<file path="src/core/rti_pkg.sv">
// Purpose: Constants for the result and threshold interrupt block
// Assumes: Byte-wide register port behind an I2C target front end
// Notes:   Offsets are device register addresses
package rti_pkg;
    localparam logic [7:0] ADDR_AMB_HI   = 8'h85;
    localparam logic [7:0] ADDR_AMB_LO   = 8'h86;
    localparam logic [7:0] ADDR_BIO_HI   = 8'h87;
    localparam logic [7:0] ADDR_BIO_LO   = 8'h88;
    localparam logic [7:0] ADDR_INT_CTRL = 8'h89;
    localparam logic [7:0] ADDR_LOW_HI   = 8'h8a;
    localparam logic [7:0] ADDR_LOW_LO   = 8'h8b;
    localparam logic [7:0] ADDR_HIGH_HI  = 8'h8c;
    localparam logic [7:0] ADDR_HIGH_LO  = 8'h8d;
    localparam logic [7:0] ADDR_INT_STAT = 8'h8e;
    localparam logic [7:0] CTRL_RESET    = 8'h00;
    // Bit 4 of the control byte is unused and always reads 0
    localparam logic [7:0] CTRL_WR_MASK  = 8'hef;
    localparam logic [15:0] THR_RESET    = 16'h0000;
    localparam int BIT_BIO_EN  = 3;
    localparam int BIT_AMB_EN  = 2;
    localparam int BIT_THR_EN  = 1;
    localparam int BIT_THR_SEL = 0;
    localparam int PERS_LSB    = 5;
    localparam int FLAG_BIO    = 3;
    localparam int FLAG_AMB    = 2;
    localparam int FLAG_LOW    = 1;
    localparam int FLAG_HIGH   = 0;
endpackage : rti_pkg

</file>
<file path="src/core/thr_if.sv">
// Purpose: Carrier between register file and threshold persistence counter
// Assumes: Single clock domain
// Notes:   Sample strobe accompanies the selected value
`timescale 1ns/1ns
`default_nettype none
interface thr_if;
    logic        sample;
    logic [15:0] value;
    logic [15:0] lowThr;
    logic [15:0] highThr;
    logic [2:0]  persCode;
    logic        lowFire;
    logic        highFire;
    modport ctrl (output sample, value, lowThr, highThr, persCode,
                  input lowFire, highFire);
    modport pers (input sample, value, lowThr, highThr, persCode,
                  output lowFire, highFire);
endinterface : thr_if
`default_nettype wire

</file>
<file path="src/core/result_threshold_interrupt.sv">
// Purpose: Result registers and threshold interrupt logic
// Assumes: Byte register port from an I2C target; measurement engines outside
// Notes:   Read data registered one cycle after the read strobe
//
// Overview of operation
// - Ambient result: high byte at 85h, low byte at 86h.
// - Ambient result bytes read-only; writes change nothing.
// - Biosensor result: high byte at 87h, low byte at 88h.
// - Biosensor result bytes read-only; writes change nothing.
// - Low threshold read/write at 8Ah (high byte) and 8Bh.
// - High threshold read/write at 8Ch (high byte) and 8Dh.
// - Self-timed ambient run keeps old control byte until it stops; thresholds apply at once.
// - Status flags stick until host writes one to that bit.
// - Interrupt pin low while any status flag is set.
`timescale 1ns/1ns
`default_nettype none
module result_threshold_interrupt (
    // Clock and reset
    input  wire logic        mclk,
    input  wire logic        rstn,
    // Register port
    input  wire logic [7:0]  regAddr,
    input  wire logic [7:0]  regWdata,
    input  wire logic        regWr,
    input  wire logic        regRd,
    output var  logic [7:0]  regRdata,
    // Measurement engines
    input  wire logic [15:0] ambResult,
    input  wire logic        ambValid,
    input  wire logic [15:0] bioResult,
    input  wire logic        bioValid,
    input  wire logic        ambSelfTimed,
    // Interrupt pin
    output var  logic        intOutN
);
    import rti_pkg::*;

    logic [15:0] ambRes_q, ambRes_d, bioRes_q, bioRes_d;
    logic [15:0] lowThr_q, lowThr_d, highThr_q, highThr_d;
    logic [7:0]  ctrl_q, ctrl_d, actCtrl_q, actCtrl_d;
    logic [3:0]  flags_q, flags_d;
    logic [7:0]  rdata_q, rdata_d;
    logic        intN_q, intN_d;
    logic        selfRun_q;
    logic [3:0]  events, clearMask;

    thr_if thr ();

    thr_persist uPersist (
        .mclk (mclk),
        .rstn (rstn),
        .thr  (thr)
    );

    function automatic logic wrHit(input logic [7:0] a);
        wrHit = regWr && (regAddr == a);
    endfunction : wrHit

    // Host writes never reach result registers
    always_comb begin
        ambRes_d = ambValid ? ambResult : ambRes_q;
        bioRes_d = bioValid ? bioResult : bioRes_q;
    end

    always_comb begin
        lowThr_d  = lowThr_q;
        highThr_d = highThr_q;
        ctrl_d    = ctrl_q;
        if (wrHit(ADDR_LOW_HI))   lowThr_d[15:8]  = regWdata;
        if (wrHit(ADDR_LOW_LO))   lowThr_d[7:0]   = regWdata;
        if (wrHit(ADDR_HIGH_HI))  highThr_d[15:8] = regWdata;
        if (wrHit(ADDR_HIGH_LO))  highThr_d[7:0]  = regWdata;
        if (wrHit(ADDR_INT_CTRL)) ctrl_d          = regWdata & CTRL_WR_MASK;
        // Control byte frozen during a self-timed run, taken once it stops
        actCtrl_d = (ambSelfTimed && selfRun_q) ? actCtrl_q : ctrl_q;
    end

    // Threshold source and strobe follow the active control
    assign thr.sample   = actCtrl_q[BIT_THR_SEL] ? ambValid : bioValid;
    assign thr.value    = actCtrl_q[BIT_THR_SEL] ? ambResult : bioResult;
    assign thr.lowThr   = lowThr_q;
    assign thr.highThr  = highThr_q;
    assign thr.persCode = actCtrl_q[PERS_LSB +: 3];

    always_comb begin
        events            = 4'h0;
        events[FLAG_BIO]  = bioValid && actCtrl_q[BIT_BIO_EN];
        events[FLAG_AMB]  = ambValid && actCtrl_q[BIT_AMB_EN];
        events[FLAG_LOW]  = thr.lowFire && actCtrl_q[BIT_THR_EN];
        events[FLAG_HIGH] = thr.highFire && actCtrl_q[BIT_THR_EN];
        clearMask = wrHit(ADDR_INT_STAT) ? regWdata[3:0] : 4'h0;
        // Set wins over a clear in the same cycle
        flags_d = (flags_q & ~clearMask) | events;
        intN_d  = ~(|flags_d);
    end

    always_comb begin
        rdata_d = rdata_q;
        if (regRd) begin
            unique case (regAddr)
                ADDR_AMB_HI:   rdata_d = ambRes_q[15:8];
                ADDR_AMB_LO:   rdata_d = ambRes_q[7:0];
                ADDR_BIO_HI:   rdata_d = bioRes_q[15:8];
                ADDR_BIO_LO:   rdata_d = bioRes_q[7:0];
                ADDR_INT_CTRL: rdata_d = ctrl_q;
                ADDR_LOW_HI:   rdata_d = lowThr_q[15:8];
                ADDR_LOW_LO:   rdata_d = lowThr_q[7:0];
                ADDR_HIGH_HI:  rdata_d = highThr_q[15:8];
                ADDR_HIGH_LO:  rdata_d = highThr_q[7:0];
                ADDR_INT_STAT: rdata_d = {4'h0, flags_q};
                default:       rdata_d = 8'h00;
            endcase
        end
    end

    always_ff @(posedge mclk or negedge rstn) begin
        if (!rstn) begin
            ambRes_q  <= 16'h0000;
            bioRes_q  <= 16'h0000;
            lowThr_q  <= THR_RESET;
            highThr_q <= THR_RESET;
            ctrl_q    <= CTRL_RESET;
            actCtrl_q <= CTRL_RESET;
            selfRun_q <= 1'b0;
            flags_q   <= 4'h0;
            rdata_q   <= 8'h00;
            intN_q    <= 1'b1;
        end else begin
            ambRes_q  <= ambRes_d;
            bioRes_q  <= bioRes_d;
            lowThr_q  <= lowThr_d;
            highThr_q <= highThr_d;
            ctrl_q    <= ctrl_d;
            actCtrl_q <= actCtrl_d;
            selfRun_q <= ambSelfTimed;
            flags_q   <= flags_d;
            rdata_q   <= rdata_d;
            intN_q    <= intN_d;
        end
    end

    assign regRdata = rdata_q;
    assign intOutN  = intN_q;
endmodule : result_threshold_interrupt
`default_nettype wire

</file>
<file path="src/core/thr_persist.sv">
// Purpose: Counts consecutive out-of-window samples
// Assumes: One sample strobe per completed measurement
// Notes:   Fire pulses once per reached count, then count restarts
`timescale 1ns/1ns
`default_nettype none
module thr_persist (
    // Clock and reset
    input  wire logic mclk,
    input  wire logic rstn,
    // Threshold link
    thr_if.pers       thr
);
    import rti_pkg::*;

    logic [7:0] lowCnt_q, lowCnt_d, highCnt_q, highCnt_d;
    logic       lowFire_q, lowFire_d, highFire_q, highFire_d;
    logic [7:0] target;

    always_comb begin
        target     = 8'h01 << thr.persCode; // 1..128 samples
        lowCnt_d   = lowCnt_q;
        highCnt_d  = highCnt_q;
        lowFire_d  = 1'b0;
        highFire_d = 1'b0;
        if (thr.sample) begin
            // Any in-window sample breaks the run
            if (thr.value < thr.lowThr) begin
                if (lowCnt_q + 8'h01 >= target) begin
                    lowFire_d = 1'b1;
                    lowCnt_d  = 8'h00;
                end else begin
                    lowCnt_d = lowCnt_q + 8'h01;
                end
            end else begin
                lowCnt_d = 8'h00;
            end
            if (thr.value > thr.highThr) begin
                if (highCnt_q + 8'h01 >= target) begin
                    highFire_d = 1'b1;
                    highCnt_d  = 8'h00;
                end else begin
                    highCnt_d = highCnt_q + 8'h01;
                end
            end else begin
                highCnt_d = 8'h00;
            end
        end
    end

    always_ff @(posedge mclk or negedge rstn) begin
        if (!rstn) begin
            lowCnt_q   <= 8'h00;
            highCnt_q  <= 8'h00;
            lowFire_q  <= 1'b0;
            highFire_q <= 1'b0;
        end else begin
            lowCnt_q   <= lowCnt_d;
            highCnt_q  <= highCnt_d;
            lowFire_q  <= lowFire_d;
            highFire_q <= highFire_d;
        end
    end

    assign thr.lowFire  = lowFire_q;
    assign thr.highFire = highFire_q;
endmodule : thr_persist
`default_nettype wire

</file>
<file path="config.mk">
export PLATFORM = sky130hd
export DESIGN_NAME = result_threshold_interrupt
export DESIGN_NICKNAME = d
export VERILOG_FILES = /design/src/core/rti_pkg.sv /design/src/core/thr_if.sv /design/src/core/result_threshold_interrupt.sv /design/src/core/thr_persist.sv
export SDC_FILE = /design/constraint.sdc
export NUM_CORES = 1
export LEC_CHECK = 0
export ABC_AREA = 1
export BUFFER_PORTS_ARGS = -buffer_cell sky130_fd_sc_hd__buf_2
export CORE_UTILIZATION = 60
export DETAILED_ROUTE_END_ITERATION = 16
export GPL_TIMING_DRIVEN = 0
export HOLD_SLACK_MARGIN = 0.06
export PLACE_DENSITY = 0.79
export SYNTH_ARGS = -nofsm -noshare
export SYNTH_HDL_FRONTEND = slang
export SYNTH_HIERARCHICAL = 1
export SYNTH_SLANG_ARGS = --single-unit
</file>
<file path="constraint.sdc">
create_clock -name mclk -period 3 [get_ports mclk]
set_clock_uncertainty 0.2 [all_clocks]
set_input_delay 0.15 -clock mclk [delete_from_list [all_inputs] [get_ports mclk]]
set_output_delay 0.15 -clock mclk [all_outputs]
set_load 0.05 [all_outputs]
</file>
==> metrics list, run 1 <==
* WP buf/inv: 2
* Cell types with the highest counts after synthesis: sky130_fd_sc_hd__nand2_1 (263), sky130_fd_sc_hd__inv_1 (111), sky130_fd_sc_hd__dfrtp_1 (109), sky130_fd_sc_hd__nand3_1 (108), sky130_fd_sc_hd__nor2_1 (58)
- Detail Placement HPWL: 13.5 mm
- The die is 109 microns tall.
- The share of synthesized area in the top cell type comes to 0.401.
* Unrepaired setup endpoints after global routing: false
- Number of warnings reported in the yosys synthesis log: 6
* Share of flip-flops with an asynchronous set or reset after synthesis: 1.00
- Number of global-route vias before repair: 6126
- Most used cell, CP: sky130_fd_sc_hd__nand2_1
- Number of diodes: 0
- Result of the run: finished, final reports clean
- Cells along the critical path: buf_2, clkbuf_2, nand2_1, nand2_1, ha_1, a21oi_1, nor2_1, nor3_1, nand2_1, nand2_2, nand3_1, nor2_1
- The startpoint identified for the worst register-to-register timing path is actCtrl_q[0].
* Clock Path Buffers: 2
- The most used flip-flop cell after synthesis is sky130_fd_sc_hd__dfrtp_1.
- Detailed routing inserted a total of 6433 vias.
- The initial antenna violation count was 0.
* Fin. Hold Viols: 0
- From synthesis to final layout, the design area changed by 19.0%.
* Post-Route Setup TNS: 0 ns
* Cell with the largest stage delay on the worst path: sky130_fd_sc_hd__dfrtp_1
* DR pass1 iterations: 6
- Maximum fanout count along the critical path: 10
- On the worst path, the slowest cell contributes a delay of 0.32 ns.
- At the worst endpoint, the arrival time is 2.80 ns.
- Clock edge transition at the registers on the reported setup and hold paths: 0.08 ns
* Most numerous cell in the Yosys netlist: sky130_fd_sc_hd__nand2_1
- Die outline width: 109 microns
- Final critical-path required period: 2.73 ns
* Cell type with the largest total area after synthesis: sky130_fd_sc_hd__dfrtp_1
* Effective utilization at floorplan: 0.623
* Count of port buffers added during placement: 60
* Number of nets produced by synthesis: 985
* Worst vdd rail ir drop: 0.582 mV
- For the worst-skew pair, the clock arrives at the later sink with an insertion delay of 0.37 ns.
* Worst setup path class: flop to flop
- Total of fill cells in the finished design: 845
* Antenna viol nets, final: 0
* Highest attainable clock frequency: 366 MHz
- Once layout is complete, the utilization of the core stands at 0.741.
* Maximum capacitance violations: 0
- Number of top-level pins: 64
* Total wire length: 19.1 mm
- The critical path starts at actCtrl_q[0].
* Share of the cycle needed by the critical path after routing: 0.910
- Total power for the finished layout comes to 3.53 mW.
- The worst hold path belongs to the class input pin to flop.
* Sequential element share of the synthesized area: 0.404
* Static Leak: 4.12 nW
- Summing all flip-flop and latch instances after layout gives 2750 sq um.
- Number of rows created at floorplan: 38
- Data on the critical path is required at its endpoint by 3.07 ns.
* TritonCTS Buffers: 9
* Critical hold path startpoint: bioValid
- Entering global routing, the biggest net connects 57 pins.
* Synthesized flop and latch total: 110
* Largest delay contributor family on the critical path: simple AND/OR/NAND/NOR gates
- Worst hold-check slack: 0.0797 ns
- DRC Markers: 0
- Tightest Pin Transition: 0.727 ns
- In this run the cell area of the synthesized design comes to 6810 sq um.
* Area of the die: 11800 sq um
- Measured in cells, the most critical reg-to-reg path has a length of 12.
- STA classifies the critical path endpoint as a flop.
- For this run, the post-layout net count is 1102.
* Avg Inst Size Synth: 7.73 sq um
- Sinks on Clock Net: 110
* Slew Viols, Final: 0
- Routability Congestion: 0.920
- The netlist uses 33 different library cells.
- The first global-routing pass estimated 30.6 mm of wire.
* Multi-input logic area: 3470 sq um
* Setup-violating endpoint count in the final report: 0
* Vias per inst: 5.63
- After floorplanning, the core was sized to cover 10900 sq um.
- Total global routing track utilization: 0.350
- Synthesis produced 881 cells.
* Clock tree from TritonCTS: yes
* Wire per inst: 16.7 microns
* H-tree lvl count: 3
- The worst pin sits at a relative slew slack of 0.515.
- Path length in cells of the critical path: 12
* Cells taking the most area after synthesis: sky130_fd_sc_hd__dfrtp_1 (40%), sky130_fd_sc_hd__nand2_1 (14%), sky130_fd_sc_hd__ha_1 (9.0%)
* Worst Setup Start Kind: flop
* Number of flops mapped to enable cells by yosys: 0
- In this run the clock root is driven by a sky130_fd_sc_hd__clkbuf_16.
* P per Cell Area: 436 nW/um^2
- Aggregate global routing overflow: 0
- Number of DRC markers after the initial detailed-route iteration: 560
* Proportion of layout cells with a drive suffix above 1: 0.160
- The worst hold path passes through 2 cells.
## path summary, 6_finish.rpt
path | endpoint | slack, ns
setup reg to reg | uPersist/thr.lowFire | 0.27
hold reg to reg | regRdata[1] | 0.28
hold / removal | bioRes_q[6] | 0.08
setup / recovery | uPersist/thr.lowFire | 0.27
min in group asynchronous | bioRes_q[5] | 0.17
max in group asynchronous | actCtrl_q[6] | 1.71
## kinds of logic (layout without fill, tap and decap cells)
kind of cell / Yosys count / count (layout) / share of synthesized area
AND/OR/NAND/NOR: 461 / 461 / 0.295
buffers and inverters: 140 / 262 / 0.0858
flip-flops: 110 / 110 / 0.404
AO/OA/AOI/OAI: 85 / 85 / 0.0661
adder cells (fa/ha/maj): 49 / 49 / 0.0900
multiplexers: 30 / 30 / 0.0496
XOR/XNOR: 6 / 6 / 0.00882
## routing by layer
metal	global-route usage	wire length, microns	share of wire	vias to the layer above
met1	0.457	8130	0.43	3022
met3	0.0886	1560	0.081	64
met2	0.547	8760	0.46	287
li1	-	-	-	3060
met4	0.155	650	0.034	0
met5	0	0	0	-
## report_power, final
group / switching, mW / internal [mW]
registers: 0.0760 / 1.57
clock network: 0.602 / 0.745
logic: 0.321 / 0.217
## final cells by class
type	count	share of cell area
Buffer	22	0.0176
Clock buffer	9	0.0278
Clock inverter	7	0.0128
Inverter	117	0.0545
Multi-Input combinational cell	631	0.428
Sequential cell	110	0.340
Tap cell	140	0.0216
Timing Repair Buffer	107	0.0976
## what timing repair did
item	CTS	global route
gates resized for setup	1	2
setup endpoints to repair	1	11
endpoints found under the hold margin	138	0
setup buffers	0	0
hold buffers	46	0
## registers in the layout, indices dropped and copies added, names as in the netlist
register,count
ambRes_q,16
uPersist/thr.lowFire,1
uPersist/thr.highFire,1
bioRes_q,16
uPersist/lowCnt_q,8
actCtrl_q,7
regRdata,8
intOutN,1
flags_q,4
highThr_q,16
lowThr_q,16
ctrl_q,7
selfRun_q,1
uPersist/highCnt_q,8
## metrics by stage
stage          worst slack (ns)  instances  cell area, sq um
2_1_floorplan             0.759        881              6810
3_3_place_gp            0.00523       1081              7290
3_5_place_dp            -0.0156       1082              7320
4_1_cts                  0.0722       1144              8110
5_1_grt                  0.0586       1143              8110
6_report                  0.271       1143              8110
## cell usage in the layout (no fill, tap or decap), types with 3 or more instances in the layout
cell type                       count
sky130_fd_sc_hd__clkbuf_16          9
sky130_fd_sc_hd__dfrtp_1          109
sky130_fd_sc_hd__inv_6              3
sky130_fd_sc_hd__mux2_2            30
sky130_fd_sc_hd__nand2_1          263
sky130_fd_sc_hd__nor2_1            58
sky130_fd_sc_hd__buf_4              3
sky130_fd_sc_hd__clkbuf_1           3
sky130_fd_sc_hd__dlygate4sd3_1     46
sky130_fd_sc_hd__buf_6              5
sky130_fd_sc_hd__nor3_1             3
sky130_fd_sc_hd__a21oi_1           19
sky130_fd_sc_hd__o21ai_0           55
sky130_fd_sc_hd__nand2_2            5
sky130_fd_sc_hd__nor2_4             4
sky130_fd_sc_hd__o21a_1             3
sky130_fd_sc_hd__buf_2             70
sky130_fd_sc_hd__inv_2              4
sky130_fd_sc_hd__nand4_1            3
sky130_fd_sc_hd__xor2_1             5
sky130_fd_sc_hd__nor2_2             7
sky130_fd_sc_hd__nand3_2            5
sky130_fd_sc_hd__ha_1              49
sky130_fd_sc_hd__inv_1            111
sky130_fd_sc_hd__nand3_1          108
No activity file was read; power rests on OpenSTA's default activity.
==> inputs of run 2 (changes only) <==
- CAP_MARGIN: not set -> 20
- PLACE_DENSITY: 0.79 -> 0.88
==> metrics list, run 2 (synthesis results as in run 1) <==
* Cell Area, Placed: 7320 sq um
- The slowest stage of the critical path is the sky130_fd_sc_hd__clkinvlp_4 cell.
* Type of the most critical hold path: input pin to flop
- Area of the die: 11800 sq um
- Post-synthesis to final-layout area growth: 18.0%
- The first global-routing pass estimated 30.1 mm of wire.
- The tree built by TritonCTS fans out to 110 sinks.
* DRC Markers: 0
* Routability Congestion: 0.943
- In this run the static leakage power is 4.08 nW.
- DR pass1 iterations: 6
- Among the stages of the critical path, the cell type that occurs most often is sky130_fd_sc_hd__nand2_1.
* Power, Total: 3.34 mW
- Dividing the final minimum period by the clock period gives 0.939.
- Detail Placement HPWL: 13.3 mm
* Number of rows created at floorplan: 38
- The detailed router finished its first iteration with 606 violations.
- Walking the worst path, the cells encountered are buf_2, clkinvlp_4, nand2_1, nand2_1, ha_1, a21oi_1, nor2_1, nor3_1, nand2_1, nand2_2, nand3_1, nor2_1.
- Dividing the detail-routed via count by the number of cells gives 5.72.
- CP Capture Type: flop
- Largest delay contributor family on the critical path: simple AND/OR/NAND/NOR gates
- Across the VDD grid, the largest voltage drop is 0.281 mV.
- Number of top-level pins: 64
- Wire per inst: 16.4 microns
- Worst EP arrival: 2.88 ns
* Area of the core region: 10900 sq um
- Required time worst endpoint: 3.06 ns
* Most frequent cells in the layout: sky130_fd_sc_hd__nand2_1 (263), sky130_fd_sc_hd__inv_1 (111), sky130_fd_sc_hd__dfrtp_1 (109)
* Pin count of the biggest net entering global routing: 64
* Total global routing track utilization: 0.339
- Total of fill cells in the finished design: 780
- Most frequent standard cell in the layout excluding fill and tap cells: sky130_fd_sc_hd__nand2_1
- Max_slew headroom: 0.536
* H-tree lvl count: 3
- For this run, the top clock speed supported by timing is 355 MHz.
- At the pin with the least slew margin, the transition time is 0.693 ns.
- At the later pin of the worst-skew pair, clock insertion delay measures 0.35 ns.
- TritonCTS Buffers: 9
* Maximum capacitance violations: 0
- Unrepaired setup endpoints after global routing: false
- For this run the aggregate overflow at the end of global routing stands at 0.
- Summed over all layers, the routed wires come to 18.7 mm.
* Slew Viols, Final: 0
- The run finished with clean final reports.
* Clock tree from TritonCTS: yes
- The routed design could run at a clock period as short as 2.82 ns.
* Setup-violating endpoint count in the final report: 0
- The finished cells cover 8040 sq um.
* Clock Path Buffers: 2
* Maximum fanout count along the critical path: 18
- Final Net Count: 1100
- The repair_antennas step left the layout with diodes totalling 0.
- Effective utilization at floorplan: 0.623
* Delay contributed by the slowest stage of the critical path: 0.36 ns
- Post-CTS setup-driven buffer insertion count: 0
* P per Cell Area: 415 nW/um^2
- Fin. Hold Viols: 0
* Antenna violations before repair: 0
- Antenna viol nets, final: 0
* WP buf/inv: 2
* Proportion of layout cells with a drive suffix above 1: 0.158
- Worst setup path class: flop to flop
* Cell at the root of the clock tree: sky130_fd_sc_hd__clkbuf_16
- Via count: 6523
- Setup total negative slack on the finished layout was measured at 0 ns.
- The worst setup path is launched from a flop.
- Worst hold-check slack: 0.0697 ns
* Die outline width: 109 microns
* Clock edge transition at the registers on the reported setup and hold paths: 0.07 ns
- Count of port buffers added during placement: 60
- Vertical die dimension: 109 microns
* Number of global-route vias before repair: 6198
[run 2: cell types whose count changed in the layout (fill, tap and decap cells not counted), moves of 2 or more]
cell	before	now
sky130_fd_sc_hd__inv_6	3	0
sky130_fd_sc_hd__clkinv_2	0	2
sky130_fd_sc_hd__dlygate4sd3_1	46	44
sky130_fd_sc_hd__clkbuf_1	3	5
sky130_fd_sc_hd__bufinv_16	2	0
sky130_fd_sc_hd__clkbuf_8	0	2
[run 2: layout make-up]
type / count / area (sq um) / area share
inverter: 117 / 443 / 0.0551
clock buffer: 13 / 260 / 0.0324
multi-input combinational: 631 / 3470 / 0.432
tap: 140 / 175 / 0.0218
timing repair buffer: 105 / 771 / 0.0959
clock inverter: 3 / 18.8 / 0.00234
buffer: 22 / 143 / 0.0177
sequential: 110 / 2750 / 0.343
[run 2: repair_timing]
action | in CTS | in global routing
resized for setup | 0 | 2
hold buffers | 44 | 0
hold endpoints to repair | 132 | 0
setup endpoints to repair | 0 | 10
[run 2: final timing paths]
| path | start | endpoint | slack, ns | cells past startpoint |
|---|---|---|---|---|
| max | actCtrl_q[0] | uPersist/thr.lowFire | 0.18 | 12 |
| min | regWr | lowThr_q[11] | 0.07 | 4 |
| max reg2reg | actCtrl_q[0] | uPersist/thr.lowFire | 0.18 | 12 |
| min reg2reg | regRdata[5] | regRdata[5] | 0.27 | 2 |
| max in group asynchronous | rstn | intOutN | 1.68 | 3 |
| min in group asynchronous | rstn | regRdata[3] | 0.16 | 2 |
[run 2: layer usage]
layer / global-route usage / share of wire
met1: 0.452 / 0.42
met2: 0.520 / 0.44
met3: 0.0615 / 0.099
met4: 0.190 / 0.046
met5: 0 / 0
[run 2: power by group]
group	total [mW]	leakage, nW	internal (mW)	switching (mW)
sequential	1.65	1.44	1.58	0.0769
clock	1.15	0.140	0.609	0.539
combinational	0.535	2.51	0.215	0.319
total	3.34	4.08	2.40	0.936
[run 2: tightest hold or removal path, cell delays in order]
cell and delay [ns]:
sky130_fd_sc_hd__buf_2 0.18, sky130_fd_sc_hd__nand3_4 0.15, sky130_fd_sc_hd__nand2_1 0.05, sky130_fd_sc_hd__o21ai_0 0.06
[run 2: metrics by stage]
stage,setup slack [ns],instances,util
after global routing,0.0406,1141,0.735
final,0.184,1141,0.735
after CTS,0.0765,1142,0.735
after floorplan,0.759,881,-
after detailed placement,0.119,1082,0.669
after global placement,0.112,1081,0.666
==> inputs of run 3 (changes only) <==
- CAP_MARGIN: 20 -> 0
- CORE_UTILIZATION: 60 -> 35
- PLACE_DENSITY: 0.88 -> 0.59
==> metrics list, run 3 (synthesis results as in run 1) <==
- In this run the number of H-tree levels came out at 3.
- For this run, global-route usage on met3 was measured as 0.0256.
- The first detailed-routing pass ran for 5 iterations.
- Number of diodes: 0
- In this run the vertical extent of the chip is 141 microns.
- The endpoint identified for the worst register-to-register timing path is uPersist/thr.lowFire.
* Setup-violating endpoint count in the final report: 0
- Final Net Count: 1106
- Of the cells placed in the final design, the portion with a size suffix greater than 1 is 0.163.
- P per Cell Area: 413 nW/um^2
- The most critical setup path has its startpoint at actCtrl_q[0].
- Vias per inst: 4.76
- The worst setup path is launched from a flop.
* Total of fill cells in the finished design: 1966
* Sinks on Clock Net: 110
* Type of the most critical hold path: input pin to flop
- Total wire length: 19.0 mm
- Worst setup path class: flop to flop
- Buffers placed on the I/O ports in this run total 60.
- STA classifies the critical path endpoint as a flop.
- Post-layout utilization of the core: 0.438
- The first global-routing pass estimated 30.4 mm of wire.
- The floorplan has 50 rows.
- Share of the cycle needed by the critical path after routing: 0.929
- Maximum fanout count along the critical path: 10
- The number of global-route vias before repair is 5790.
* Final critical-path required period: 2.79 ns
- The final-report max-slew violation count was 0.
- Leaving out filler cells and counting taps, the final layout contains 1267.
* Highest attainable clock frequency: 359 MHz
- Most frequent cells in the layout: sky130_fd_sc_hd__nand2_1 (263), sky130_fd_sc_hd__inv_1 (111), sky130_fd_sc_hd__dfrtp_1 (109)
- Worst EP arrival: 2.85 ns
- After detailed routing, the average wire length per cell comes to 15.0 microns.
* Number of top-level pins: 64
- DRC Markers: 0
- Static Leak: 4.11 nW
- Clock tree synthesis inserted a total of 9 buffers.
- Summing internal, switching and leakage power gives 3.41 mW.
- From left edge to right edge, the die measures 141 microns.
- Flop-to-flop setup slack: 0.21 ns
* Logic depth of the worst register-to-register path: 12
- Result of the run: finished, final reports clean
- TritonCTS built the clock tree.
* Register area: 2750 sq um
* Routability Congestion: 0.885
- Inst Count DP: 1202
- For the worst setup path, the data required time is 3.06 ns.
* Origin of the critical flop-to-flop path: actCtrl_q[0]
- Clock-pin slew was measured on the worst setup and hold paths at 0.08 ns.
- Maximum capacitance violations: 0
* Number of DRC markers after the initial detailed-route iteration: 457
- In this run the most critical hold path is launched from bioValid.
- The routed layout has 6030 vias.
* Antenna violations before repair: 1
- Detail Placement HPWL: 14.5 mm
- End point of the worst hold path: bioRes_q[8]
- Cell at the root of the clock tree: sky130_fd_sc_hd__clkbuf_16
- Counting along the longest clock path gives a buffer depth of 2.
* Worst hold-check slack: 0.0933 ns
* Clock network latency to the later pin of the worst-skew pair: 0.36 ns
* Met1 demand-to-capacity share in global routing: 0.278
- Entering global routing, the biggest net connects 59 pins.
- IR analysis of the VDD net gives a maximum drop of 0.251 mV.
- Total global routing track utilization: 0.200
- Max_slew headroom: 0.600
- Compared with the post-synthesis result, the final layout area differs by 21.4%.
- The floorplan step defined a die boundary enclosing 20000 sq um.
* Most frequent standard cell in the layout excluding fill and tap cells: sky130_fd_sc_hd__nand2_1
* Fin. Hold Viols: 0
- Unrepaired setup endpoints after global routing: false
- In the final layout, the multi-input gates occupy 3480 sq um.
- In the global route stage, met2 resource usage came out at 0.324.
* Worst Hold Depth: 2
- Tightest Pin Transition: 0.597 ns
- The core region is 18900 sq um.
- The global routing stage identified its most utilized layer as met2.
* Effective utilization at floorplan: 0.360
- Aggregate global routing overflow: 0
* Antenna viol nets, final: 0
[run 3: changes by cell type in the layout (fill, tap and decap cells not counted), sizes merged]
| cell | delta |
|---|---|
| dlygate4sd3 | +1 |
| buf | +4 |
| clkinv | -2 |
| clkbuf | -2 |
| clkinvlp | +3 |
| bufinv | +1 |
| inv | +1 |
[run 3: cell type report]
| class | count | share of cell area |
|---|---|---|
| buffer | 23 | 0.0180 |
| clock buffer | 10 | 0.0289 |
| clock inverter | 6 | 0.00832 |
| inverter | 117 | 0.0536 |
| multi-input combinational | 631 | 0.420 |
| sequential | 110 | 0.333 |
| tap | 260 | 0.0393 |
| timing repair buffer | 110 | 0.0985 |
[run 3: worst max-delay path by stage]
stage	slack, ns	endpoint	cells past startpoint
floorplan	0.76	uPersist/thr.lowFire	12
global placement	-0.06	uPersist/thr.lowFire	13
detailed placement	-0.02	uPersist/thr.lowFire	13
CTS	0.004	uPersist/thr.lowFire	13
global route	0.02	uPersist/thr.lowFire	13
finish	0.21	uPersist/thr.lowFire	12
[run 3: stage by stage]
stage	area [sq um]	setup slack [ns]	TNS, ns
3_5_place_dp	7470	-0.0203	-0.0203
6_report	8270	0.214	0
2_1_floorplan	6810	0.759	0
3_3_place_gp	7440	-0.0561	-0.0561
4_1_cts	8230	0.00371	0
5_1_grt	8270	0.0214	0
[run 3: what timing repair did]
| action | in CTS | in global routing |
|---|---|---|
| hold buffers | 45 | 0 |
| buffers inserted | 0 | 4 |
| setup endpoints to repair | 2 | 18 |
| gates resized for setup | 1 | 3 |
| endpoints found under the hold margin | 194 | 0 |
[run 3: worst max-delay path, stage by stage (launching register included)]
cell and delay, ns:
sky130_fd_sc_hd__dfrtp_1 0.32, sky130_fd_sc_hd__clkbuf_4 0.21, sky130_fd_sc_hd__buf_1 0.46, sky130_fd_sc_hd__nand2_1 0.12, sky130_fd_sc_hd__nand2_1 0.17, sky130_fd_sc_hd__ha_1 0.26
sky130_fd_sc_hd__a21oi_1 0.15, sky130_fd_sc_hd__nor2_1 0.05, sky130_fd_sc_hd__nor3_1 0.14, sky130_fd_sc_hd__nand2_1 0.16, sky130_fd_sc_hd__nand2_4 0.16, sky130_fd_sc_hd__nand3_1 0.12
sky130_fd_sc_hd__nor2_1 0.17
[run 3: layer usage]
layer / vias up / part of all wire
li1: 3068 / -
met1: 2791 / 0.48
met2: 152 / 0.45
met3: 19 / 0.051
met4: 0 / 0.016
met5: - / 0
[run 3: power by group]
part / internal [mW] / switching (mW)
sequential: 1.58 / 0.0695
clock: 0.675 / 0.566
combinational: 0.219 / 0.310
total: 2.47 / 0.945
